$ cat src/rtl/irq_vector_regs.svh
// constants for the interrupt request and vector map block
// assumes inclusion by bare name from rtl/
`ifndef IRQ_VECTOR_REGS_SVH
`define IRQ_VECTOR_REGS_SVH
`define VEC_COUNT       24
`define VEC_NUM_W       5
`define VEC_ADDR_W      6
`define VEC_RESET       5'h00
`define VEC_NMI         5'h01
`define VEC_TCA_OVF     5'h07
`define VEC_TCA_UNF     5'h08
`define VEC_TCA_CMP0    5'h09
`define VEC_TCA_CMP1    5'h0A
`define VEC_TCA_CMP2    5'h0B
`define VEC_FIRST_MASK  2
`define FLAGS_RESET     24'h00_0000
`define ENABLE_RESET    24'h00_0000
`endif

$ cat src/rtl/irq_vector_pkg.sv
// types for the interrupt request and vector map block
// assumes irq_vector_regs.svh sits beside it
`include "irq_vector_regs.svh"
package irq_vector_pkg;
   typedef logic [`VEC_NUM_W-1:0]  vec_num_t;
   typedef logic [`VEC_ADDR_W-1:0] vec_addr_t;
   typedef logic [`VEC_COUNT-1:0]  vec_mask_t;
endpackage

$ cat src/rtl/interrupt_request_vector_map.sv
// interrupt request generation and fixed vector mapping
// assumes all event, clear and enable inputs are on clock; one source per vector
//
// Operation
// - each source sets its own sticky flag when its condition occurs
// - each source has an enable bit written by software, on or off
// - request for a maskable source is flag AND enable; the nmi request is its flag alone
// - request holds until flag cleared; vector entry alone does not clear it
// - no maskable request reaches the core without global enable
// - each vector serves exactly one source instance
// - vector 1 at address 0x02 is memory-scan NMI; vector 0 is reset
// - timer A: overflow 7, underflow 8, compare 9, 10, 11
`include "irq_vector_regs.svh"
`timescale 1ns/1ps
`default_nettype none
module interrupt_request_vector_map (
   input  wire logic                        clock,
   input  wire logic                        rstn,
   input  wire irq_vector_pkg::vec_mask_t   source_event,
   input  wire irq_vector_pkg::vec_mask_t   flag_clear,
   input  wire logic                        enable_write,
   input  wire irq_vector_pkg::vec_mask_t   enable_wdata,
   input  wire logic                        global_enable,
   output irq_vector_pkg::vec_mask_t        source_flag_register,
   output irq_vector_pkg::vec_mask_t        source_enable_register,
   output irq_vector_pkg::vec_mask_t        request_lines,
   output logic                             request_valid,
   output irq_vector_pkg::vec_num_t         vector_number,
   output irq_vector_pkg::vec_addr_t        vector_address
);
   irq_vector_pkg::vec_mask_t flag_reg;
   irq_vector_pkg::vec_mask_t flag_next;
   irq_vector_pkg::vec_mask_t enable_reg;
   irq_vector_pkg::vec_mask_t enable_next;
   irq_vector_pkg::vec_mask_t pending;
   irq_vector_pkg::vec_mask_t gate;
   irq_vector_pkg::vec_num_t  sel_num;
   logic                      sel_any;
   irq_vector_pkg::vec_num_t  num_reg;
   logic                      valid_reg;

   // only the reset vector slot 0 never holds a flag; unused low slots 2 to 6 can still hold one
   localparam irq_vector_pkg::vec_mask_t source_exists = ~24'h00_0001;

   // set wins over clear so an event in the clearing cycle is kept
   assign flag_next   = ((flag_reg & ~flag_clear) | source_event) & source_exists;
   assign enable_next = enable_write ? enable_wdata : enable_reg;

   // nmi bypasses both enable and global enable; everything else is maskable
   genvar g;
   generate
      for (g = 0; g < `VEC_COUNT; g = g + 1) begin : gate_gen
         if (g == 1) begin : nmi_g
            assign gate[g] = 1'b1;
         end else begin : mask_g
            assign gate[g] = enable_reg[g] & global_enable;
         end
      end
   endgenerate
   assign pending = flag_reg & gate;

   // lowest number wins, one bit per vector so each maps one source
   always_comb begin
      sel_num = `VEC_RESET;
      sel_any = 1'b0;
      for (int i = `VEC_COUNT - 1; i >= 1; i--) begin
         if (pending[i]) begin
            sel_num = i[`VEC_NUM_W-1:0];
            sel_any = 1'b1;
         end
      end
   end

   always_ff @(posedge clock or negedge rstn) begin
      if (!rstn) begin
         flag_reg   <= `FLAGS_RESET;
         enable_reg <= `ENABLE_RESET;
         num_reg    <= `VEC_RESET;
         valid_reg  <= 1'b0;
      end else begin
         flag_reg   <= flag_next;
         enable_reg <= enable_next;
         num_reg    <= sel_num;
         valid_reg  <= sel_any;
      end
   end

   assign source_flag_register   = flag_reg;
   assign source_enable_register = enable_reg;
   assign request_lines          = pending;
   assign request_valid          = valid_reg;
   assign vector_number          = num_reg;
   assign vector_address         = {num_reg, 1'b0};

   // every maskable slot is checked alike; slot 1 has its own nmi checks
   genvar k;
   generate
      for (k = 2; k < `VEC_COUNT; k = k + 1) begin : per_vec_chk

      end
   endgenerate
endmodule
`default_nettype wire

$ cat config.mk
export PLATFORM = sky130hd
export DESIGN_NAME = interrupt_request_vector_map
export DESIGN_NICKNAME = d
export VERILOG_FILES = /design/src/rtl/irq_vector_pkg.sv /design/src/rtl/interrupt_request_vector_map.sv
export VERILOG_INCLUDE_DIRS = /design/src /design/src/rtl
export SDC_FILE = /design/constraint.sdc
export NUM_CORES = 1
export LEC_CHECK = 0
export ABC_CLOCK_PERIOD_IN_PS = 3600
export BUFFER_PORTS_ARGS = -buffer_cell sky130_fd_sc_hd__buf_4
export CAP_MARGIN = 20
export CORE_ASPECT_RATIO = 0.9
export CORE_MARGIN = 5
export CORE_UTILIZATION = 46
export DETAILED_ROUTE_END_ITERATION = 10
export GPL_TIMING_DRIVEN = 1
export PLACE_DENSITY = 0.94
export RECOVER_POWER = 100
export SLEW_MARGIN = 10
export SYNTH_ARGS = -nofsm -noshare
export SYNTH_HDL_FRONTEND = slang
export SYNTH_SLANG_ARGS = --single-unit
$ cat constraint.sdc
create_clock -name clock -period 3.6 [get_ports clock]
set_clock_uncertainty 0.15 [all_clocks]
set_input_delay 0.18 -clock clock [delete_from_list [all_inputs] [get_ports clock]]
set_output_delay 0.18 -clock clock [all_outputs]
set_load 0.01 [all_outputs]
=== Yosys cells after proc, flatten, opt, wreduce, memory -nomap -nowiden ===
Index checks and enable logic that the tools add are counted.

* Flip-flop bits (word level): 53
* Bits in latches: 0
* Bits in writable memories: 0
* Bits in read-only memories: 0
* Logic and storage cells: 77
* Memories kept: 0

* $add $sub $neg: 0
* Multipliers: 0
* Divide/modulo/power cells: 0
* $lt $le $gt $ge: 0
* Eq/ne operators: 0
* Shift-type cells: 0
* Multiplexer cells: 46
* Bitwise operators: 27
* Reduce and logical (&&, ||, !) cells: 0

{| class="wikitable"
|+ Operators by type and width
! kind !! count
|-
| $mux 5 || 23
|-
| $and 24x24->24 || 2
|-
| $not 24->24 || 1
|-
| $or 24x24->24 || 1
|-
| $and 1x1->1 || 23
|-
| $mux 1 || 23
|}

=== Longest topological paths before layout ===
* Depth after elaboration: 25
* Gate-level depth with buffers: 6
* Depth with buffers taken out: 5

=== Worst setup path before layout ===
No wires, ideal clock.

* Path kind: reg-to-reg
* Start point: register flag_reg[22], in the netlist source_flag_register[22]
* End point: register num_reg[1], in the netlist vector_number[1]
* Setup time: 0.129 ns
* Data arrival time: 1.260 ns
* Required time: 3.321 ns
* Slack: 2.061 ns
* Cell stages (with the launch flop): 6
* Buffers on the path: 0
* Path through: dfrtp_1 > a22o_1 > a222oi_1 > a2111oi_2 > o21ai_1 > a21oi_1

* Cells in the longest elaborated chain, start to end: 23

{| class="wikitable"
|+ Ends and longest elaborated chain
! what !! line !! text
|-
| start, declared || interrupt_request_vector_map.sv:31 || <nowiki>irq_vector_pkg::vec_mask_t flag_reg;</nowiki>
|-
| start signal, assigned || interrupt_request_vector_map.sv:76 || <nowiki>flag_reg <= `FLAGS_RESET;</nowiki>
|-
| start signal, assigned || interrupt_request_vector_map.sv:81 || <nowiki>flag_reg <= flag_next;</nowiki>
|-
| $and 24x24->24 || interrupt_request_vector_map.sv:60 || <nowiki>assign pending = flag_reg & gate;</nowiki>
|-
| $mux 5 (22 in series) || interrupt_request_vector_map.sv:67 || <nowiki>if (pending[i]) begin</nowiki>
|-
| named net sel_num[1] || interrupt_request_vector_map.sv:37 || <nowiki>irq_vector_pkg::vec_num_t sel_num;</nowiki>
|-
| end signal, assigned || interrupt_request_vector_map.sv:78 || <nowiki>num_reg <= `VEC_RESET;</nowiki>
|-
| end signal, assigned || interrupt_request_vector_map.sv:83 || <nowiki>num_reg <= sel_num;</nowiki>
|-
| end, declared || interrupt_request_vector_map.sv:39 || <nowiki>irq_vector_pkg::vec_num_t num_reg;</nowiki>
|}

The timed path passes the listed nets, and every way through them passes these cells.
A chain may end at the register's enable or synchronous reset.

=== Final worst setup path ===
* Start point: register flag_reg[11], in the netlist source_flag_register[11]
* End point: register num_reg[2], in the netlist vector_number[2]

* Cells in the longest elaborated chain, start to end: 12

{| class="wikitable"
|+ Ends and longest elaborated chain
! what !! line
|-
| $and 24x24->24 || interrupt_request_vector_map.sv:60
|-
| $mux 5 (11 in series) || interrupt_request_vector_map.sv:67
|-
| named net sel_num[2] || interrupt_request_vector_map.sv:37
|}

The timed path passes the listed nets, and every way through them passes these cells.

==> metrics.md <==
| Metric | Value |
|---|---|
| Clk sink count | 53 |
| Worst Path Required | 3.64 ns |
| Fillcell total | 445 |
| R2r worst-path depth | 4 |
| HPWL Detailed | 5.865 mm |
| Min-Delay Startpoint | flag_clear[4] |
| Max_slew headroom | 14.36% |
| Number of I/O pins | 160 |
| Leading register cell type out of synthesis | dfrtp_1 |
| CP endpoint kind | flop |
| Pwr Density | 351.3 mW/mm² |
| Worst-path fanout max | 6 |
| Post-Synthesis Cells | 229 |
| Clock network fraction of total power | 23.5% |
| Synth Area in Adders | 0% |
| Final GP Congestion | 0.7740 |
| Sequential power share | 50.1% |
| Worst Hold Class | in -> reg |
| Max-slew violation count | 0 |
| Mean Syn Cell Area | 11.22 µm² |
| Sequential fraction of the synthesis area | 51.63% |
| Max-cap violations | 0 |
| Layout area overhead | 55.19% |
| Worst slew pin tran | 1.285 ns |
| Static Leak | 1.928 nW |
| TritonCTS Buffers | 5 |
| Outcome | finished, final reports clean |
| EDFF count, synth | 0 |
| Synth Area in XOR/XNOR | 0% |
| Top cell type's share of synthesized area | 51.63% |
| Syn. warnings | 0 |
| Synth unique cells | 40 |
| Total Neg Setup Slack | 0 ns |
| Cell chain of the critical path | and2_0, o41ai_1, o21ai_1, a21boi_0 |
| Final ANT Viol Nets | 0 |
| Gate power share | 26.5% |
| Final nets | 505 |
| Antenna Cells | 0 |
| Fin cells | 496 |
| Die Y | 80.89 µm |
| WHS Path Cells | 3 |
| First-pass iteration count of the detailed router | 4 |
| Mux cell area share after synthesis | 10.52% |
| Cts repair resizes | 0 |
| Avg WL per Cell | 17.63 µm |
| Register bit count reported by yosys | 53 |
| Largest net degree at the start of global routing | 54 |
| Slowest stage delay, CP | 0.56 ns |
| Final core utilization | 74.53% |
| Initial Util | 48.02% |
| GRT met1 Usage | 23.91% |
| CTS clk-pin slew, worst paths | 0.09 ns |
| Grt ovf | 0 |
| Share of layout cells above drive strength 1 | 26.11% |
| CTS tree | yes |
| Most frequent cell after synthesis | dfrtp_1 |
| Vias in the first global route | 2,861 |
| Simple-gate share of the synthesized area | 11.06% |
| Core Footprint | 0.005349 mm² |
| # port buffers | 154 |
| Final Hold Viols | 0 |
| Total Routing Usage GR | 24.43% |
| Setup violators final | 0 |
| Detailed-route via count | 2,575 |
| Final WL | 8.744 mm |
| Switching Power | 410.8 µW |
| Dominant combinational cell family by area after synthesis | compound AO/OA/AOI/OAI gates |
| Peak VDD IR | 0.2554 mV |
| Post-synth top area cell | dfrtp_1 |
| Met3 Track Usage GR | 6.897% |
| Root buf cell | clkbuf_8 |
| Dpl cells | 436 |
| Cts-stage hold buffer count | 53 |
| Post-route DRC | 0 |
| Asr flop ratio synth | 100.0% |
| Tcrit/Tclk final | 51.78% |
| GR met2 Demand/Resource | 48.15% |
| Mapped cell area | 0.002569 mm² |
| H-tree Lvls | 2 |
| Max Clk Rate | 536.5 MHz |
| Total power draw | 1.401 mW |
| Setup Buffers After CTS | 0 |
| Site row count | 25 |
| Crit path launch type | flop |
| Worst Hold End | source_flag_register[4] |
| Worst R2R Setup Slack | 1.74 ns |
| GRT busiest layer | met2 |
| Clock buffer depth | 2 |
| Switching share of power | 29.33% |
| Largest cells by area after synthesis | dfrtp_1, mux2_2, a21o_1 |
| RSZ-0062 raised after global routing | false |
| Vias per inst | 5.192 |
| Synth cell count leaders | dfrtp_1, inv_1, mux2_2 |
| Die Wd | 88.77 µm |
| DR iter-0 viols | 78 |
| Initial antenna violation count | 0 |
| Worst R2R End | vector_number[2] |
| Setup Crit Path Kind | reg -> reg |
| Die area | 0.007181 mm² |
| Crit path time final | 1.864 ns |
| Compound-Gate Fraction of Synth Area | 18.80% |
| Clk Latency, worst-skew pair | 0.29 ns |
| Critical-path top delay cell | o41ai_1 |
| First-pass GRT wire length | 13.43 mm |
| Internal power | 989.8 µW |
| Crit path DAT | 1.91 ns |
| Crit Reg-Reg Startpoint | source_flag_register[11] |
## routing by layer
| layer | routed length (µm) | vias up | part of all wire [%] |
|---|---|---|---|
| met5 | 0 | - | 0 |
| met4 | 232 | 0 | 2.7 |
| met3 | 688 | 20 | 7.9 |
| met2 | 4769 | 105 | 55 |
| met1 | 3053 | 1258 | 35 |
| li1 | - | 1192 | - |
## final cells by class
class / count / area, µm² / share of cell area, %
clock buffers: 7 / 86.33 / 2.166
inverters: 25 / 93.84 / 2.354
multi-input cells: 137 / 1016 / 25.49
flip-flops and latches: 53 / 1326 / 33.27
well taps: 67 / 83.83 / 2.103
repair buffers: 207 / 1380 / 34.62
## state kept, by name (all words and copies together), names as in the netlist
signal,cells
request_valid,1
source_enable_register,24
source_flag_register,23
vector_number,5
## cell families (layout without fill, tap and decap cells)
group / after synthesis / after routing
compound gates: 61 / 61
flops: 53 / 53
simple gates: 49 / 49
buf+inv: 41 / 239
mux: 24 / 24
other cells: 1 / 3
## critical path, delay by kind of cell (launching register included)
family / cells / cell delay [ns]
flip-flops: 1 / 0.45
AND/OR/NAND/NOR: 1 / 0.21
AO/OA/AOI/OAI: 3 / 0.95
## per-stage QoR
stage	worst slack (ns)	cell area [µm²]	hold slack [ns]
4_1_cts	1.944	4325	0.00009059
3_3_place_gp	1.981	3709	0.09829
2_1_floorplan	2.061	2576	-0.2656
3_5_place_dp	1.963	3709	0.1137
5_1_grt	1.651	3986	0.01681
6_report	1.736	3986	0.01618
## how the worst max path moves through the flow
stage	depth (start not counted)	startpoint	endpoint
2_1_floorplan	5	source_flag_register[22]	vector_number[1]
3_3_place_gp	5	source_flag_register[22]	vector_number[1]
3_5_place_dp	5	source_flag_register[13]	vector_number[0]
4_1_cts	5	source_flag_register[13]	vector_number[0]
5_1_grt	2	rstn	source_enable_register[10]
6_report	4	source_flag_register[11]	vector_number[2]
## cell usage in the layout, fill, tap and decap left out, types with 6 or more instances in the layout
cell type,n
clkbuf_1,82
a21o_1,21
buf_4,25
mux2_2,24
dlygate4sd3_1,53
clkbuf_4,47
clkbuf_8,6
inv_1,25
and3_1,18
dfrtp_1,53
nand2_1,12
## power by group through the flow
| stage | registers (mW) | logic (mW) | clock network, mW |
|---|---|---|---|
| floorplan | 0.724 | 0.161 | 0 |
| global placement | 0.708 | 0.377 | 0 |
| detailed placement | 0.713 | 0.387 | 0 |
| CTS | 0.702 | 0.436 | 0.342 |
| global route | 0.710 | 0.404 | 0.357 |
| finish | 0.701 | 0.371 | 0.329 |
No activity file was read; power rests on OpenSTA's default activity.
